<file path="src/rtl/eft_pkg.sv">
// Package for the E1 framer maintenance block: register map, field positions,
// reset values, timing constants and the structs that carry slot and status data.
// Assumes a 20 MHz core clock and a paged 5-bit-address microprocessor port.
package eft_pkg;

	// Clock rate and timer figures
	localparam int CLK_HZ = 20000000;
	localparam int T1_MS = 100; // Abnormal signal persistence
	localparam int T2_MS = 10; // Normal signal persistence
	localparam int T1_CYC = T1_MS * (CLK_HZ / 1000);
	localparam int T2_CYC = T2_MS * (CLK_HZ / 1000);

	// Line alarm bit counts
	localparam logic [10:0] AIS_SHORT_BITS = 11'd512;
	localparam logic [10:0] AIS_LONG_BITS = 11'd1024;
	localparam logic [9:0] AUX_BITS = 10'd512;
	localparam logic [7:0] LOS_ZERO_BITS = 8'd128; // More than 127 zeros
	localparam logic [6:0] LOS_WIN_BITS = 7'd127;
	localparam logic [6:0] LOS_MIN_ONES = 7'd16; // 12.5 percent of 127, rounded up

	// Pages
	localparam logic [7:0] PG_CTRL1 = 8'h01;
	localparam logic [7:0] PG_CTRL2 = 8'h02;
	localparam logic [7:0] PG_STAT3 = 8'h03;
	localparam logic [7:0] PG_STAT4 = 8'h04;
	localparam logic [7:0] PG_TSC_LO = 8'h07;
	localparam logic [7:0] PG_TSC_HI = 8'h08;
	localparam logic [7:0] PG_TXM_LO = 8'h0F;
	localparam logic [7:0] PG_TXM_HI = 8'h10;
	localparam logic [7:0] PG_RXM_LO = 8'h11;
	localparam logic [7:0] PG_RXM_HI = 8'h12;

	// Addresses within pages
	localparam logic [4:0] A_MODE = 5'h11;
	localparam logic [4:0] A_NAT_MASK = 5'h19;
	localparam logic [4:0] A_MASTER = 5'h1A;
	localparam logic [4:0] A_MASK0 = 5'h1B;
	localparam logic [4:0] A_MASK1 = 5'h1C;
	localparam logic [4:0] A_MASK2 = 5'h1D;
	localparam logic [4:0] A_MASK3 = 5'h1E;
	localparam logic [4:0] A_ERR_INS = 5'h10;
	localparam logic [4:0] A_ACCESS = 5'h13;
	localparam logic [4:0] A_SYNC_STAT = 5'h10;
	localparam logic [4:0] A_TIMER_STAT = 5'h12;
	localparam logic [4:0] A_PRBS_CNT = 5'h10;
	localparam logic [4:0] A_IVEC = 5'h12;
	localparam logic [4:0] A_ALARM_LATCH = 5'h1B;
	localparam logic [4:0] A_CRC_HI = 5'h1E;
	localparam logic [4:0] A_CRC_LO = 5'h1F;

	// Control bit positions
	localparam int B_AUTO_REMOTE_ALARM_DISABLE = 2;
	localparam int B_AUTO_MF_ALARM_DISABLE = 1;
	localparam int B_IRQ_ACKNOWLEDGE_BIT = 3;
	localparam int B_SPND = 4;
	localparam int B_AIS_LONG = 5;
	localparam int B_TEST_PATTERN_SELECT = 0;
	localparam int B_TX_FROM_MESSAGE_RAM = 7;
	localparam int B_REMOTE_SLOT_LOOP = 5;
	localparam int B_LOCAL_SLOT_LOOP = 4;
	localparam int B_TX_TEST_SELECT = 3;
	localparam int B_RX_TEST_SELECT = 2;

	// Reset values
	localparam logic [7:0] MASK0_RST = 8'hFF;
	localparam logic [7:0] MASK_OFF_RST = 8'h00;
	localparam logic [7:0] CTRL_RST = 8'h00;
	localparam logic [14:0] PRBS_SEED = 15'h7FFF;

	// Milliwatt bytes, first byte in the top lane, bit 1 as MSB
	localparam logic [63:0] MW_SEQ = 64'h34212134B4A1A1B4;

	// One timeslot offered by the framer datapath
	typedef struct packed {
		logic [4:0] ts;
		logic [7:0] bp_tx; // Backplane transmit input byte
		logic [7:0] rx_line; // Received line byte
	} eft_slot_in_s;

	// One channel byte leaving the block
	typedef struct packed {
		logic [4:0] ts;
		logic [7:0] data;
	} eft_chan_byte_s;

	// Receive framer status
	typedef struct packed {
		logic frame_lost;
		logic multiframe_align_lost;
		logic crc_err;
		logic nfas_remote_bit;
		logic mfas_y_bit;
		logic ch16_all_ones;
		logic slip;
		logic cas_change;
	} eft_line_stat_s;

	// Transmit error injection controls
	typedef struct packed {
		logic inject_bipolar_violation;
		logic inject_crc_error;
		logic inject_frame_align_error;
		logic inject_nonalign_word_error;
		logic inject_payload_error;
		logic force_signal_loss;
	} eft_err_inject_s;

endpackage : eft_pkg

</file>
<file path="src/rtl/eft_fifo.sv">
// Small synchronous FIFO with valid/ready on both sides.
// Assumes one clock; depth is a power of two.
`timescale 1ns/1ns
module eft_fifo #(
	parameter int WIDTH = 13,
	parameter int DEPTH = 4
) (
	input wire logic core_clk,
	input wire logic rst,
	input wire logic in_valid,
	output logic in_ready,
	input wire logic [WIDTH-1:0] in_data,
	output logic out_valid,
	input wire logic out_ready,
	output logic [WIDTH-1:0] out_data
);
	localparam int AW = $clog2(DEPTH);
	logic [WIDTH-1:0] mem [DEPTH]; // Storage words
	logic [AW-1:0] wr_q, rd_q; // Pointers
	logic [AW:0] cnt_q, cnt_d; // Fill level
	logic push, pop;
	logic full_q, empty_q; // Registered flags

	assign push = in_valid & in_ready;
	assign pop = out_valid & out_ready;
	assign in_ready = ~full_q;
	assign out_valid = ~empty_q;
	assign out_data = mem[rd_q];

	// Next fill level
	always_comb begin
		cnt_d = cnt_q + (AW+1)'(push) - (AW+1)'(pop);
	end

	// Pointers and flags
	always_ff @(posedge core_clk or posedge rst) begin
		if (rst) begin
			wr_q <= '0;
			rd_q <= '0;
			cnt_q <= '0;
			full_q <= 1'b0;
			empty_q <= 1'b1;
		end else begin
			wr_q <= wr_q + AW'(push);
			rd_q <= rd_q + AW'(pop);
			cnt_q <= cnt_d;
			full_q <= (cnt_d == (AW+1)'(DEPTH));
			empty_q <= (cnt_d == '0);
		end
	end

	// Word storage
	always_ff @(posedge core_clk) begin
		if (push) begin
			mem[wr_q] <= in_data;
		end
	end

endmodule : eft_fifo

</file>
<file path="src/rtl/eft_maint.sv">
// E1 framer maintenance logic: CRC-4 error counter, error insertion, per-timeslot
// control with loops, PRBS and milliwatt, message RAMs, alarms, auto alarms, interrupts.
// Assumes slot and line bit inputs synchronous to core_clk; the line side drains tx words.
`timescale 1ns/1ns
module eft_maint import eft_pkg::*; #(
	parameter int T1_CYCLES = T1_CYC,
	parameter int T2_CYCLES = T2_CYC
) (
	input wire logic core_clk,
	input wire logic rst,
	input wire logic [7:0] cpu_page,
	input wire logic [4:0] cpu_addr,
	input wire logic cpu_wr,
	input wire logic cpu_rd,
	input wire logic [7:0] cpu_wdata,
	output logic [7:0] cpu_rdata,
	input wire logic slot_valid,
	output logic slot_ready,
	input wire eft_slot_in_s slot,
	output logic tx_valid,
	input wire logic tx_ready,
	output eft_chan_byte_s tx_word,
	output logic bp_rx_valid,
	output eft_chan_byte_s bp_rx,
	input wire logic rx_bit_valid,
	input wire logic rx_bit,
	input wire eft_line_stat_s line_stat,
	output eft_err_inject_s err_inject,
	output logic tx_remote_alarm,
	output logic tx_mf_alarm,
	output logic irq_out,
	output logic irq_oe
);

	// PRBS generator: eight steps of x^15 + x^14 + 1, returns {state, byte}
	function automatic logic [22:0] eft_prbs_gen(input logic [14:0] s);
		logic [14:0] st;
		logic [7:0] b;
		logic nb;
		st = s;
		b = 8'h00;
		for (int i = 0; i < 8; i++) begin
			nb = st[14] ^ st[13];
			b[7-i] = nb;
			st = {st[13:0], nb};
		end
		return {st, b};
	endfunction : eft_prbs_gen

	// PRBS checker: self-synchronising, returns {state, error count}
	function automatic logic [18:0] eft_prbs_chk(input logic [14:0] s, input logic [7:0] d);
		logic [14:0] st;
		logic [3:0] e;
		st = s;
		e = 4'h0;
		for (int i = 0; i < 8; i++) begin
			if (d[7-i] != (st[14] ^ st[13])) begin
				e = e + 4'h1;
			end
			st = {st[13:0], d[7-i]};
		end
		return {st, e};
	endfunction : eft_prbs_chk

	// Register storage
	logic [7:0] mode_q, master_q, nat_mask_q, mask0_q, mask1_q, mask2_q, mask3_q;
	logic [7:0] errins_q, access_q; // Error insertion and access control
	logic [7:0] ts_ctrl_q [32]; // Per-timeslot control words
	logic [7:0] tx_msg_q [32]; // Transmit message RAM
	logic [7:0] rx_msg_q [32]; // Receive message RAM
	logic [9:0] crc_cnt_q; // CRC-4 error count
	logic [7:0] prbs_cnt_q; // PRBS error count
	logic [7:0] ivec_q, ivec_d; // Interrupt vector
	logic [7:0] alarm_latch_q; // Sticky alarm record
	logic [7:0] cpu_rdata_q;

	// Datapath state
	logic [14:0] gen_q, chk_q; // PRBS generator and checker
	logic [2:0] mw_idx_q; // Milliwatt byte index, one per frame
	logic bp_rx_valid_q;
	eft_chan_byte_s bp_rx_q;

	// Alarm detection state
	logic [10:0] ones_run_q;
	logic [9:0] alt_run_q;
	logic [7:0] zero_run_q;
	logic last_bit_q, los_q, los_win_q;
	logic [6:0] win_pos_q, win_ones_q;
	logic [$clog2(T1_CYCLES+1)-1:0] t1_cnt_q;
	logic [$clog2(T2_CYCLES+1)-1:0] t2_cnt_q;
	logic t1_q, t2_q;
	logic [7:0] prev_q; // Previous alarm levels for edge detection

	// Output flops
	logic tx_remote_alarm_q, tx_mf_alarm_q, irq_oe_q, irq_out_q;
	eft_err_inject_s err_inject_q;

	// Access decode
	logic wr_p1, wr_p2, rd_ivec, rd_alarm, irq_acknowledge_bit_tgl, slot_fire;
	logic [4:0] tsc_idx;
	assign wr_p1 = cpu_wr && cpu_page == PG_CTRL1;
	assign wr_p2 = cpu_wr && cpu_page == PG_CTRL2;
	assign rd_ivec = cpu_rd && cpu_page == PG_STAT4 && cpu_addr == A_IVEC;
	assign rd_alarm = cpu_rd && cpu_page == PG_STAT4 && cpu_addr == A_ALARM_LATCH;
	assign irq_acknowledge_bit_tgl = wr_p1 && cpu_addr == A_MASTER && cpu_wdata[B_IRQ_ACKNOWLEDGE_BIT] != master_q[B_IRQ_ACKNOWLEDGE_BIT];
	assign tsc_idx = {cpu_page[0] ^ 1'b1, cpu_addr[3:0]}; // Pages 07/0F/11 give index 0..15
	assign slot_fire = slot_valid & slot_ready;

	// Control registers on pages 01 and 02
	always_ff @(posedge core_clk or posedge rst) begin
		if (rst) begin
			mode_q <= CTRL_RST;
			master_q <= CTRL_RST;
			nat_mask_q <= MASK_OFF_RST;
			mask0_q <= MASK0_RST;
			mask1_q <= MASK_OFF_RST;
			mask2_q <= MASK_OFF_RST;
			mask3_q <= MASK_OFF_RST;
			errins_q <= CTRL_RST;
			access_q <= CTRL_RST;
		end else begin
			if (wr_p1) begin
				unique case (cpu_addr)
					A_MODE: mode_q <= cpu_wdata;
					A_MASTER: master_q <= cpu_wdata;
					A_NAT_MASK: nat_mask_q <= cpu_wdata;
					A_MASK0: mask0_q <= cpu_wdata;
					A_MASK1: mask1_q <= cpu_wdata;
					A_MASK2: mask2_q <= cpu_wdata;
					A_MASK3: mask3_q <= cpu_wdata;
					default: ;
				endcase
			end
			if (wr_p2 && cpu_addr == A_ERR_INS) begin
				errins_q <= cpu_wdata;
			end
			if (wr_p2 && cpu_addr == A_ACCESS) begin
				access_q <= cpu_wdata;
			end
		end
	end

	// Per-timeslot words, cleared by reset so every slot starts transparent
	always_ff @(posedge core_clk or posedge rst) begin
		if (rst) begin
			for (int i = 0; i < 32; i++) begin
				ts_ctrl_q[i] <= CTRL_RST;
			end
		end else if (cpu_wr && (cpu_page == PG_TSC_LO || cpu_page == PG_TSC_HI) && cpu_addr[4]) begin
			ts_ctrl_q[tsc_idx] <= cpu_wdata;
		end
	end

	// Transmit message RAM, processor written; low page holds slots 0..15
	always_ff @(posedge core_clk) begin
		if (cpu_wr && (cpu_page == PG_TXM_LO || cpu_page == PG_TXM_HI) && cpu_addr[4]) begin
			tx_msg_q[tsc_idx] <= cpu_wdata;
		end
	end

	// Slot datapath selections
	logic [7:0] ctl, tx_byte, bp_byte, mw_byte, prbs_byte;
	logic [14:0] gen_next, chk_next;
	logic [3:0] prbs_errs;
	logic test_pattern_select;
	always_comb begin
		test_pattern_select = access_q[B_TEST_PATTERN_SELECT];
		ctl = ts_ctrl_q[slot.ts];
		{gen_next, prbs_byte} = eft_prbs_gen(gen_q);
		{chk_next, prbs_errs} = eft_prbs_chk(chk_q, slot.rx_line);
		mw_byte = MW_SEQ[63 - 8 * int'(mw_idx_q) -: 8];
		tx_byte = ctl[B_TX_FROM_MESSAGE_RAM] ? tx_msg_q[slot.ts] : slot.bp_tx;
		if (ctl[B_REMOTE_SLOT_LOOP]) begin
			tx_byte = slot.rx_line;
		end
		if (ctl[B_TX_TEST_SELECT]) begin
			tx_byte = test_pattern_select ? mw_byte : prbs_byte;
		end
		bp_byte = slot.rx_line;
		if (ctl[B_LOCAL_SLOT_LOOP]) begin
			bp_byte = slot.bp_tx;
		end
		if (ctl[B_RX_TEST_SELECT] && test_pattern_select) begin
			bp_byte = mw_byte;
		end
	end

	// Transmit words through the four-word buffer; a full buffer stalls slot intake
	eft_fifo #(.WIDTH($bits(eft_chan_byte_s)), .DEPTH(4)) u_tx_fifo (
		.core_clk(core_clk),
		.rst(rst),
		.in_valid(slot_valid),
		.in_ready(slot_ready),
		.in_data({slot.ts, tx_byte}),
		.out_valid(tx_valid),
		.out_ready(tx_ready),
		.out_data(tx_word)
	);

	// Pattern sequencers and backplane output
	logic prbs_evt, prbs_ovf;
	logic [8:0] prbs_sum;
	assign prbs_sum = {1'b0, prbs_cnt_q} + {5'h00, prbs_errs};
	assign prbs_evt = slot_fire && ctl[B_RX_TEST_SELECT] && !test_pattern_select && prbs_errs != 4'h0;
	assign prbs_ovf = prbs_evt && prbs_sum[8];
	always_ff @(posedge core_clk or posedge rst) begin
		if (rst) begin
			gen_q <= PRBS_SEED;
			chk_q <= PRBS_SEED;
			mw_idx_q <= 3'h0;
			bp_rx_valid_q <= 1'b0;
			bp_rx_q <= '0;
		end else begin
			bp_rx_valid_q <= slot_fire;
			if (slot_fire) begin
				bp_rx_q <= {slot.ts, bp_byte};
				if (ctl[B_TX_TEST_SELECT] && !test_pattern_select) begin
					gen_q <= gen_next;
				end
				if (ctl[B_RX_TEST_SELECT] && !test_pattern_select) begin
					chk_q <= chk_next;
				end
				if (slot.ts == 5'h1F) begin
					mw_idx_q <= mw_idx_q + 3'h1;
				end
			end
		end
	end

	// Receive message RAM keeps the latest byte of each line channel
	always_ff @(posedge core_clk) begin
		if (slot_fire) begin
			rx_msg_q[slot.ts] <= slot.rx_line;
		end
	end

	// CRC-4 and PRBS error counters, processor presettable
	logic crc_evt, crc_ovf, crc_wr;
	// A CRC preset write wins over a count, so no event is raised then
	assign crc_wr = cpu_wr && cpu_page == PG_STAT4 && (cpu_addr == A_CRC_HI || cpu_addr == A_CRC_LO);
	assign crc_evt = line_stat.crc_err && !crc_wr;
	assign crc_ovf = crc_evt && crc_cnt_q == 10'h3FF;
	always_ff @(posedge core_clk or posedge rst) begin
		if (rst) begin
			crc_cnt_q <= 10'h000;
			prbs_cnt_q <= 8'h00;
		end else begin
			if (cpu_wr && cpu_page == PG_STAT4 && cpu_addr == A_CRC_HI) begin
				crc_cnt_q[9:8] <= cpu_wdata[1:0];
			end else if (cpu_wr && cpu_page == PG_STAT4 && cpu_addr == A_CRC_LO) begin
				crc_cnt_q[7:0] <= cpu_wdata;
			end else if (line_stat.crc_err) begin
				crc_cnt_q <= crc_cnt_q + 10'h001;
			end
			if (cpu_wr && cpu_page == PG_STAT4 && cpu_addr == A_PRBS_CNT) begin
				prbs_cnt_q <= cpu_wdata;
			end else if (prbs_evt) begin
				prbs_cnt_q <= prbs_sum[7:0];
			end
		end
	end

	// Line bit alarms: AIS, alternating pattern, loss of signal
	logic ais, aux;
	assign ais = ones_run_q >= (master_q[B_AIS_LONG] ? AIS_LONG_BITS : AIS_SHORT_BITS);
	assign aux = alt_run_q >= AUX_BITS;
	always_ff @(posedge core_clk or posedge rst) begin
		if (rst) begin
			ones_run_q <= 11'h000;
			alt_run_q <= 10'h000;
			zero_run_q <= 8'h00;
			last_bit_q <= 1'b0;
		end else if (rx_bit_valid) begin
			last_bit_q <= rx_bit;
			ones_run_q <= !rx_bit ? 11'h000 : (ones_run_q == AIS_LONG_BITS ? ones_run_q : ones_run_q + 11'h001);
			alt_run_q <= rx_bit == last_bit_q ? 10'h000 : (aux ? alt_run_q : alt_run_q + 10'h001);
			zero_run_q <= rx_bit ? 8'h00 : (zero_run_q == LOS_ZERO_BITS ? zero_run_q : zero_run_q + 8'h01);
		end
	end

	// Loss of signal declare and density-window release
	always_ff @(posedge core_clk or posedge rst) begin
		if (rst) begin
			los_q <= 1'b0;
			los_win_q <= 1'b0;
			win_pos_q <= 7'h00;
			win_ones_q <= 7'h00;
		end else if (rx_bit_valid) begin
			if (!los_q) begin
				los_win_q <= 1'b0;
				if (!rx_bit && zero_run_q == LOS_ZERO_BITS - 8'h01) begin
					los_q <= 1'b1;
				end
			end else if (!los_win_q) begin
				if (rx_bit) begin
					los_win_q <= 1'b1; // Window opens on a pulse
					win_pos_q <= 7'h01;
					win_ones_q <= 7'h01;
				end
			end else if (win_pos_q == LOS_WIN_BITS - 7'h01) begin
				los_win_q <= 1'b0;
				if (win_ones_q + 7'(rx_bit) >= LOS_MIN_ONES) begin
					los_q <= 1'b0;
				end
			end else begin
				win_pos_q <= win_pos_q + 7'h01;
				win_ones_q <= win_ones_q + 7'(rx_bit);
			end
		end
	end

	// Abnormal and normal persistence timers
	logic abnormal;
	assign abnormal = los_q | ais | line_stat.frame_lost;
	always_ff @(posedge core_clk or posedge rst) begin
		if (rst) begin
			t1_cnt_q <= '0;
			t2_cnt_q <= '0;
			t1_q <= 1'b0;
			t2_q <= 1'b0;
		end else begin
			if (!abnormal) begin
				t1_cnt_q <= '0;
				t1_q <= 1'b0;
			end else if (t1_cnt_q == $bits(t1_cnt_q)'(T1_CYCLES - 1)) begin
				t1_q <= 1'b1;
			end else begin
				t1_cnt_q <= t1_cnt_q + 1'b1;
			end
			if (abnormal) begin
				t2_cnt_q <= '0;
				t2_q <= 1'b0;
			end else if (t2_cnt_q == $bits(t2_cnt_q)'(T2_CYCLES - 1)) begin
				t2_q <= 1'b1;
			end else begin
				t2_cnt_q <= t2_cnt_q + 1'b1;
			end
		end
	end

	// Alarm levels in latch order, and their rising edges
	logic [7:0] alarms, rise;
	assign alarms = {line_stat.nfas_remote_bit, ais, line_stat.ch16_all_ones, los_q,
		aux, line_stat.mfas_y_bit, t1_q, t2_q};
	assign rise = alarms & ~prev_q;

	// Alarm latch, cleared by read; a new alarm in the read cycle is kept
	always_ff @(posedge core_clk or posedge rst) begin
		if (rst) begin
			alarm_latch_q <= 8'h00;
			prev_q <= 8'h00;
		end else begin
			prev_q <= alarms;
			alarm_latch_q <= (rd_alarm ? 8'h00 : alarm_latch_q) | alarms;
		end
	end

	// Per-category interrupt sources gated by their mask bits
	logic [7:0] cat;
	logic sync_rise, mf_rise, sync_prev_q, mf_prev_q;
	assign sync_rise = line_stat.frame_lost & ~sync_prev_q;
	assign mf_rise = line_stat.multiframe_align_lost & ~mf_prev_q;
	always_comb begin
		cat[7] = (sync_rise & mask0_q[7]) | (mf_rise & mask3_q[7]);
		cat[6] = (rise[7] & mask0_q[6]) | (rise[6] & mask0_q[5]) | (rise[5] & mask0_q[4])
			| (rise[4] & mask0_q[3]) | (rise[3] & mask2_q[1]);
		cat[5] = crc_evt & mask1_q[6];
		cat[4] = crc_ovf & mask2_q[6];
		cat[3] = (rise[1] & mask3_q[2]) | (rise[0] & mask3_q[1]);
		cat[2] = line_stat.slip & mask0_q[0];
		cat[1] = (prbs_ovf & nat_mask_q[6]) | (prbs_evt & nat_mask_q[5]);
		cat[0] = line_stat.cas_change & mask1_q[0];
		if (master_q[B_SPND]) begin
			cat = 8'h00; // Suspended
		end
		ivec_d = ((rd_ivec || irq_acknowledge_bit_tgl) ? 8'h00 : ivec_q) | cat;
	end

	// Interrupt vector and request pin
	always_ff @(posedge core_clk or posedge rst) begin
		if (rst) begin
			ivec_q <= 8'h00;
			irq_oe_q <= 1'b0;
			irq_out_q <= 1'b0;
			sync_prev_q <= 1'b0;
			mf_prev_q <= 1'b0;
		end else begin
			sync_prev_q <= line_stat.frame_lost;
			mf_prev_q <= line_stat.multiframe_align_lost;
			ivec_q <= ivec_d;
			irq_oe_q <= |ivec_d;
			irq_out_q <= 1'b0; // Pin only ever pulled low
		end
	end

	// Automatic far-end alarms and error injection outputs
	always_ff @(posedge core_clk or posedge rst) begin
		if (rst) begin
			tx_remote_alarm_q <= 1'b0;
			tx_mf_alarm_q <= 1'b0;
			err_inject_q <= '0;
		end else begin
			tx_remote_alarm_q <= !mode_q[B_AUTO_REMOTE_ALARM_DISABLE] && line_stat.frame_lost;
			tx_mf_alarm_q <= !mode_q[B_AUTO_MF_ALARM_DISABLE] && line_stat.multiframe_align_lost;
			err_inject_q <= errins_q[5:0];
			if (errins_q[0]) begin
				err_inject_q.inject_bipolar_violation <= 1'b0;
			end
		end
	end

	// Processor read mux, answered one cycle after the read strobe
	always_ff @(posedge core_clk or posedge rst) begin
		if (rst) begin
			cpu_rdata_q <= 8'h00;
		end else if (cpu_rd) begin
			cpu_rdata_q <= 8'h00; // Unmapped reads as zero
			unique case (cpu_page)
				PG_CTRL1: begin
					unique case (cpu_addr)
						A_MODE: cpu_rdata_q <= mode_q;
						A_MASTER: cpu_rdata_q <= master_q;
						A_NAT_MASK: cpu_rdata_q <= nat_mask_q;
						A_MASK0: cpu_rdata_q <= mask0_q;
						A_MASK1: cpu_rdata_q <= mask1_q;
						A_MASK2: cpu_rdata_q <= mask2_q;
						A_MASK3: cpu_rdata_q <= mask3_q;
						default: ;
					endcase
				end
				PG_CTRL2: begin
					if (cpu_addr == A_ERR_INS) cpu_rdata_q <= errins_q;
					if (cpu_addr == A_ACCESS) cpu_rdata_q <= access_q;
				end
				PG_STAT3: begin
					if (cpu_addr == A_SYNC_STAT) begin
						cpu_rdata_q <= {line_stat.frame_lost, line_stat.multiframe_align_lost, 6'h00};
					end
					if (cpu_addr == A_TIMER_STAT) cpu_rdata_q <= {6'h00, t1_q, t2_q};
				end
				PG_STAT4: begin
					unique case (cpu_addr)
						A_PRBS_CNT: cpu_rdata_q <= prbs_cnt_q;
						A_IVEC: cpu_rdata_q <= ivec_q;
						A_ALARM_LATCH: cpu_rdata_q <= alarm_latch_q;
						A_CRC_HI: cpu_rdata_q <= {6'h00, crc_cnt_q[9:8]};
						A_CRC_LO: cpu_rdata_q <= crc_cnt_q[7:0];
						default: ;
					endcase
				end
				PG_TSC_LO, PG_TSC_HI: if (cpu_addr[4]) cpu_rdata_q <= ts_ctrl_q[tsc_idx];
				PG_TXM_LO, PG_TXM_HI: if (cpu_addr[4]) cpu_rdata_q <= tx_msg_q[tsc_idx];
				PG_RXM_LO, PG_RXM_HI: if (cpu_addr[4]) cpu_rdata_q <= rx_msg_q[tsc_idx];
				default: ;
			endcase
		end
	end

	assign cpu_rdata = cpu_rdata_q;
	assign bp_rx_valid = bp_rx_valid_q;
	assign bp_rx = bp_rx_q;
	assign err_inject = err_inject_q;
	assign tx_remote_alarm = tx_remote_alarm_q;
	assign tx_mf_alarm = tx_mf_alarm_q;
	assign irq_out = irq_out_q;
	assign irq_oe = irq_oe_q;

endmodule : eft_maint

</file>
<file path="config.mk">
export PLATFORM = sky130hd
export DESIGN_NAME = eft_maint
export DESIGN_NICKNAME = d
export VERILOG_FILES = /design/src/rtl/eft_pkg.sv /design/src/rtl/eft_fifo.sv /design/src/rtl/eft_maint.sv
export SDC_FILE = /design/constraint.sdc
export NUM_CORES = 2
export LEC_CHECK = 0
export BUFFER_PORTS_ARGS = -buffer_cell sky130_fd_sc_hd__clkbuf_2
export CAP_MARGIN = 20
export CORE_ASPECT_RATIO = 1.2
export CORE_MARGIN = 2
export CORE_UTILIZATION = 40
export CTS_BUF_LIST = sky130_fd_sc_hd__clkbuf_2 sky130_fd_sc_hd__clkbuf_4 sky130_fd_sc_hd__clkbuf_8
export DETAILED_ROUTE_END_ITERATION = 8
export MAX_ROUTING_LAYER = met4
export PLACE_DENSITY = 0.61
export SYNTH_ARGS = -nofsm -noshare
export SYNTH_HDL_FRONTEND = slang
export SYNTH_SLANG_ARGS = --single-unit
</file>
<file path="constraint.sdc">
create_clock -name core_clk -period 17.1 [get_ports core_clk]
set_clock_uncertainty 0.1 [all_clocks]
set_input_delay 2.565 -clock core_clk [delete_from_list [all_inputs] [get_ports core_clk]]
set_output_delay 2.565 -clock core_clk [all_outputs]
set_load 0.02 [all_outputs]
</file>
**After elaboration in Yosys (flattened, before gate mapping)**

Memory sizes are Yosys's and may differ from the RTL's.
Cells that the tools add are included.

- $lt $le $gt $ge: 6
- Reduce and logical (&&, ||, !) cells: 67
- $add $sub $neg: 22
- Eq/ne operators: 48
- Muxes and demuxes: 76
- Shifts and indexed selects: 1
- Bitwise gates (word level): 56

Operators with widths:

| cell | count |
|---|---|
| $bwmux 256 | 1 |
| $mux 8 | 26 |
| $pmux 8 s7 | 2 |
| $bmux 8 s5 | 2 |
| $shiftx 71x7->8 const A | 1 |
| $eq 5x5->1 const B | 12 |
| $mux 21 | 2 |
| $demux 8 s5 | 1 |
| $pmux 8 s5 | 1 |
| $mux 18 | 2 |
| $mux 7 | 5 |
| $mux 11 | 3 |
| $logic_and 1x1->1 | 31 |
| $mux 10 | 3 |
| $reduce_and 2->1 | 15 |
| $add 4x1->4 const B | 7 |
| $mux 4 | 7 |
| $eq 8x5->1 const B | 3 |
| $add 21x1->21 const B | 1 |
| $eq 21x21->1 const B | 1 |
| $add 10x1->10 const B | 2 |
| $and 1x1->1 | 19 |
| $mux 1 | 19 |
| $add 18x1->18 const B | 1 |
| 46 further kinds | 109 |

- Input port bits: 58
- Flip-flop bits (word level): 532
- Logic and storage cells: 361
- Memories kept: 3
- Output and inout port bits: 47
- RAM bits: 564

Memory list:

| memory | words | bits a word | rd ports | clocked after memory_dff | write ports | line | source |
|---|---|---|---|---|---|---|---|
| rx_msg_q | 32 | 8 | 1 | 0 | 1 | eft_maint.sv:70 | `logic [7:0] rx_msg_q [32];` |
| tx_msg_q | 32 | 8 | 2 | 0 | 1 | eft_maint.sv:69 | `logic [7:0] tx_msg_q [32];` |
| u_tx_fifo.mem | 4 | 13 | 1 | 0 | 1 | eft_fifo.sv:18 | `logic [WIDTH-1:0] mem [DEPTH];` |

**Depth between registers and ports, before layout**

- Word-level depth: 25
- Depth in mapped cells: 27
- Mapped depth without buffers: 27

**Modules after synthesis**

Synthesis repeated with hierarchy kept, for this count alone.

- Cell total of the unflattened synthesis: 3265
- Area, all modules: 50586.0 sq um

By module, submodules not included:

| module | seq. area each (sq um) | cells an instance | area each (sq um) | times used |
|---|---|---|---|---|
| eft_maint | 28484.8 | 3164 | 48256.3 | 1 |
| eft_fifo | 1788.0 | 101 | 2329.7 | 1 |

**Worst setup path before layout**

No wires, ideal clock.

- Kind: input port to flip-flop
- Start: input port slot[6] (netlist bit)
- End: register prbs_cnt_q[5]
- Required time: 16.918 ns
- Cell stages on the path: 26
- Buffers on the path: 0
- Setup time: 0.082 ns
- Path slack: 9.611 ns
- Data arrival time: 7.307 ns
- Cell sequence: xnor2_1 xor2_1 ha_1 xor3_2 xnor2_4 inv_2 ha_1 nand2b_1 nand2_1 xnor2_1 a21oi_1 ha_1 nand2_1 o21a_1 o21a_1 inv_1 ha_1 mux2_2 ha_1 a21o_1 a21oi_1 nor2b_1 o21ai_0 a211o_1 or3_1 a31oi_1

- Longest elaborated chain between the ends: 17
- Elaborated cells between the ends (all ways): 20
- Classes of those cells: add/sub: 7; eq/ne: 1; mux: 9; reduce/logical: 3

Ends and longest elaborated chain:

| item | line | source |
|---|---|---|
| start: declaration | eft_maint.sv:19 | `input wire eft_slot_in_s slot,` |
| $ne 1x1->1 * | eft_maint.sv:57 | `if (d[7-i] != (st[14] ^ st[13])) begin` |
| $mux 4 * | eft_maint.sv:57 |  |
| $add 4x1->4 | eft_maint.sv:58 | `e = e + 4'h1;` |
| $mux 4 * | eft_maint.sv:57 |  |
| $add 4x1->4 | eft_maint.sv:58 |  |
| $mux 4 * | eft_maint.sv:57 |  |
| $add 4x1->4 | eft_maint.sv:58 |  |
| $mux 4 * | eft_maint.sv:57 |  |
| $add 4x1->4 | eft_maint.sv:58 |  |
| $mux 4 * | eft_maint.sv:57 |  |
| $add 4x1->4 | eft_maint.sv:58 |  |
| $mux 4 * | eft_maint.sv:57 |  |
| $add 4x1->4 | eft_maint.sv:58 |  |
| $mux 4 * | eft_maint.sv:57 |  |
| $add 8x4->9 / $reduce_bool 4->1 (equally long branches) | eft_maint.sv:203, eft_maint.sv:204 |  |
| $mux 8 / $logic_and 1x1->1 (equally long branches) | eft_maint.sv:257, eft_maint.sv:204 |  |
| $mux 8 / $reduce_bool 2->1 (equally long branches) | - |  |
| end signal: assignment | eft_maint.sv:256 | `prbs_cnt_q <= cpu_wdata;` |
| end signal: assignment | eft_maint.sv:258 | `prbs_cnt_q <= prbs_sum[7:0];` |
| end: declaration | eft_maint.sv:72 | `logic [7:0] prbs_cnt_q;` |

Every way passes the cells marked *; elsewhere a longest branch is shown, timed or not. The select of a mux whose other input is x is not followed.
A chain may end at the register's enable or synchronous reset.

**Worst setup path in the final report**

- Start: input port slot[7] (netlist bit)
- End: register irq_oe_q (netlist: irq_oe)

- Longest elaborated chain between the ends: 24
- Elaborated cells between the ends (all ways): 26
- Classes of those cells: add/sub: 8; eq/ne: 1; mux: 9; bitwise: 4; reduce/logical: 4

Ends and longest elaborated chain:

| item | line | source |
|---|---|---|
| $ne 1x1->1 * | eft_maint.sv:57 |  |
| $mux 1 * | eft_maint.sv:57 |  |
| $add 4x1->4 | eft_maint.sv:58 |  |
| $mux 4 * | eft_maint.sv:57 |  |
| $add 4x1->4 | eft_maint.sv:58 |  |
| $mux 4 * | eft_maint.sv:57 |  |
| $add 4x1->4 | eft_maint.sv:58 |  |
| $mux 4 * | eft_maint.sv:57 |  |
| [5 not listed] | - |  |
| $mux 4 * | eft_maint.sv:57 |  |
| $add 4x1->4 | eft_maint.sv:58 |  |
| $mux 4 * | eft_maint.sv:57 |  |
| parallel branches: the longest is 4 deep, another holds $add 8x4->9 | - |  |
| $or 1x1->1 * | eft_maint.sv:371 | `cat[1] = (prbs_ovf & nat_mask_q[6]) \| (prbs_evt & nat_mask_q[5]);` |
| $mux 8 * | eft_maint.sv:373 | `if (master_q[B_SPND]) begin` |
| $or 8x8->8 * | eft_maint.sv:376 | `ivec_d = ((rd_ivec \|\| irq_acknowledge_bit_tgl) ? 8'h00 : ivec_q) \| cat;` |
| $reduce_or 8->1 * | eft_maint.sv:391 | `irq_oe_q <= \|ivec_d;` |
| end signal: assignment | eft_maint.sv:391 |  |
| end: declaration | eft_maint.sv:95 | `logic tx_remote_alarm_q, tx_mf_alarm_q, irq_oe_q, irq_out_q;` |

Mark *: on every way between the ends.

==> metrics.csv <==
stage,metric,value,unit
die,Initial Utilization,0.402,
logic_synthesis,Synth cell types,89,
routing,via count,30717,
logic_synthesis,Post-Syn Instances,3278,
clocking,H-tree levels,4,
routing,via/cell ratio,5.85,
die,Core ar.,126000,um^2
routing,met3 routed WL,10100,um
timing,Final Cycle Share,0.438,
die,die span in y,394,um
die,num rows,143,
pwr,P_leak,22.0,nW
clocking,CTS Sinks,1095,
timing,Max Fclk,133,MHz
run_status,status,finished clean,
layout,FILL cells,11116,
worst_setup_path,critical setup path kind,in -> reg,
grt,first-pass GRT wire length,208000,um
pwr,sequential share of power,0.493,
layout,"leading cell type in the layout, fill and taps excluded",edfxtp_1,
worst_setup_path,Critical Path Source,slot[7],
worst_setup_path,reg2reg end,irq_oe,
place,Buffers on Ports,103,
worst_setup_path,Crit path required time,17.74,ns
logic_synthesis,commonest register cell after synthesis,edfxtp_1,
logic_synthesis,count of flip-flops with a built-in enable after synthesis,564,
worst_setup_path,critical path arrival,8.13,ns
routing,met2 routed WL,68200,um
place,RD Place Congestion,0.906,
routing,final wirelength,140000,um
timing,Max-slew headroom,0.208,
timing,# setup viols final,0,
grt,GRT Total Usage,0.224,
routing,DRT iter0 DRCs,2888,
routing,Routed Antenna Nets,0,
timing,TNS Setup,0,ns
pwr,Psw,1.50,mW
layout,"Design Area, Final",57000,um^2
logic_synthesis,syn_nets,3369,
routing,wire per inst,26.6,um
pwr,Cell Pwr Density,104,nW/um^2
timing,Max Slew Vio Count,0,
clocking,total CTS buffers,178,
routing,Residual DRC,0,
logic_synthesis,cell area after synthesis,50700,um^2
layout,most frequent cells in the layout,"edfxtp_1 (564), dfrtp_1 (492), mux2_2 (360)",
logic_synthesis,"Avg Cell Area, Syn",15.5,um^2
grt,initial antenna violation count,8,
worst_setup_path,reg2reg setup slack,11.17,ns
grt,vias in the first global route,31487,
routing,top sig layer,met4,
pwr,combinational power share,0.099,
clocking,CTS tree,yes,
timing,final hold vios,0,
clocking,clk slew on worst S/H paths,0.06,ns
timing,Tmin final,7.49,ns
routing,met1 wire length,54600,um
routing,DRT Pass-1 Iters,8,
worst_setup_path,cells on worst reg2reg path,24,
logic_synthesis,Yosys reg bits,1095,
layout,area of the multi-input gates,19500,um^2
grt,largest net degree at the start of global routing,164,
clocking,PostCTS Resize Cnt,0,
layout,area delta synth->final,12.3,%
layout,ratio of cells with drive above 1 in the final layout,0.351,
pwr,internal power,4.40,mW
place,DP HPWL,90700,um
job,Max Cap Viol,0,
timing,RSZ-0062 raised after global routing,false,
logic_synthesis,Synth Warn #,0,
layout,Register Area,30300,um^2
timing,Slew @ Worst Pin,1.18,ns
clocking,CTS Root Cell,clkbuf_8,
logic_synthesis,"Seq/Total Area, Yosys",0.597,
pwr,clock share of power,0.408,
clocking,clock buffer depth,3,
die,chip width,329,um
pwr,Max VDD drop,0.0831,mV
logic_synthesis,ys async rst share,0.485,
die,I/O pin cnt,105,
worst_setup_path,Max Fanout on Critical Path,36,
worst_setup_path,worst setup path endpoint,irq_oe,
die,die area,130000,um^2
clocking,CTS Hold Bufs,0,
layout,Final #Nets,3528,
clocking,clk_lat worst skew,0.89,ns
grt,grt ovf,0,
pwr,Sw Ratio,0.254,
worst_setup_path,CP endpoint kind,flip-flop,
place,DP Area,53100,um^2
hold_path,HP Class,reg -> reg,
clocking,Post-CTS Setup Bufs,0,
worst_setup_path,CP Launch Type,input port,
worst_setup_path,R2R Path Start,chk_q[12],
[how the worst min path moves through the flow]
stage | start | endpoint | slack, ns | cells after the start
after floorplan | errins_q[1] | err_inject[1] | 0.27 | 0
after global placement | errins_q[4] | err_inject[4] | 0.30 | 0
after detailed placement | errins_q[2] | err_inject[2] | 0.30 | 0
after CTS | errins_q[2] | err_inject[2] | 0.31 | 0
after global routing | errins_q[2] | err_inject[2] | 0.33 | 0
final | errins_q[2] | err_inject[2] | 0.31 | 0
[sequential cells by signal (all words and copies together) (netlist names), 10 cells and up]
name	flops
rx_msg_q	256
ts_ctrl_q	256
tx_msg_q	256
u_tx_fifo.mem	52
t1_cnt_q	21
t2_cnt_q	18
chk_q	15
gen_q	15
bp_rx	13
ones_run_q	11
alt_run_q	10
crc_cnt_q	10
[cell usage after synthesis, drive strengths merged (11+ instances only)]
library cell	instances	area [um^2]
nor3	32	160
dfrtp	492	12300
clkbuf	127	477
a221oi	26	228
mux4	338	7610
xnor2	48	439
a21oi	68	352
inv	41	154
nand2b	21	131
o21ai	75	375
nor4	11	93.8
a22o	23	201
a222oi	17	170
buf	69	332
a31oi	16	115
nand2	180	683
a21o	13	97.6
edfxtp	564	16900
nor2b	14	87.6
o22ai	11	68.8
or3	17	111
a22oi	37	278
nor2	246	926
mux2	360	4050
and2	11	68.8
nand3	60	300
dfstp	39	1020
nand4	36	225
ha	31	388
and3	37	231
xor2	51	454
mux2i	45	450
[power by group through the flow]
stage | clock network (mW) | registers (mW) | logic (mW)
after detailed placement | 0 | 2.96 | 0.588
after global placement | 0 | 2.96 | 0.580
after CTS | 2.46 | 2.91 | 0.590
final | 2.41 | 2.91 | 0.582
after global routing | 2.57 | 2.92 | 0.632
after floorplan | 0 | 2.95 | 0.386
[per-layer routing]
metal,vias up,track usage
li1,13140,-
met1,15964,0.276
met2,1292,0.352
met3,321,0.0466
met4,0,0.108
met5,-,-
[critical path, stage by stage]
cell and delay (ns):
clkbuf_2 0.09, buf_4 0.36, xnor2_1 0.18, xor2_1 0.19, ha_1 0.42, xor3_2 0.34, xnor2_4 0.24, inv_2 0.09
ha_1 0.29, nand2b_1 0.09, nand2_1 0.07, xnor2_1 0.13, a21oi_1 0.17, ha_1 0.25, nand2_1 0.06, o21a_1 0.11
o21a_1 0.25, inv_1 0.12, ha_1 0.35, mux2_2 0.30, fa_1 0.44, a21o_1 0.18, a21oi_1 0.30, nor2_1 0.09
a41oi_1 0.32, o311ai_2 0.11
[per-stage QoR]
step / hold WS, ns / worst slack [ns] / total power [mW] / cells / util
3_3_place_gp: 0.296 / 8.78 / 3.54 / 4919 / 0.421
2_1_floorplan: 0.271 / 7.25 / 3.33 / 3278 / -
6_report: 0.308 / 9.61 / 5.90 / 5255 / 0.452
5_1_grt: 0.331 / 9.29 / 6.12 / 5254 / 0.452
3_5_place_dp: 0.302 / 8.70 / 3.55 / 4921 / 0.421
4_1_cts: 0.314 / 9.69 / 5.96 / 5245 / 0.451
[logic make-up (layout without fill, tap and decap cells)]
logic type	Yosys count	count (layout)	share of synthesized area
adder cells (fa/ha/maj)	33	33	0.00844
multiplexers	743	743	0.239
flip-flops	1095	1095	0.597
XOR/XNOR	106	106	0.0209
AND/OR/NAND/NOR	709	709	0.0669
buffers and inverters	238	541	0.0190
AO/OA/AOI/OAI	353	353	0.0487
other	1	8	0.0000740
[layout make-up]
type	count	area share
flip-flops and latches	1095	0.531
clock inverters	51	0.00760
multi-input cells	1945	0.342
repair buffers	175	0.0200
well taps	1667	0.0366
diodes	7	0.000308
clock buffers	273	0.0589
inverters	42	0.00283
Note: power is estimated with default switching activity, not from simulation.
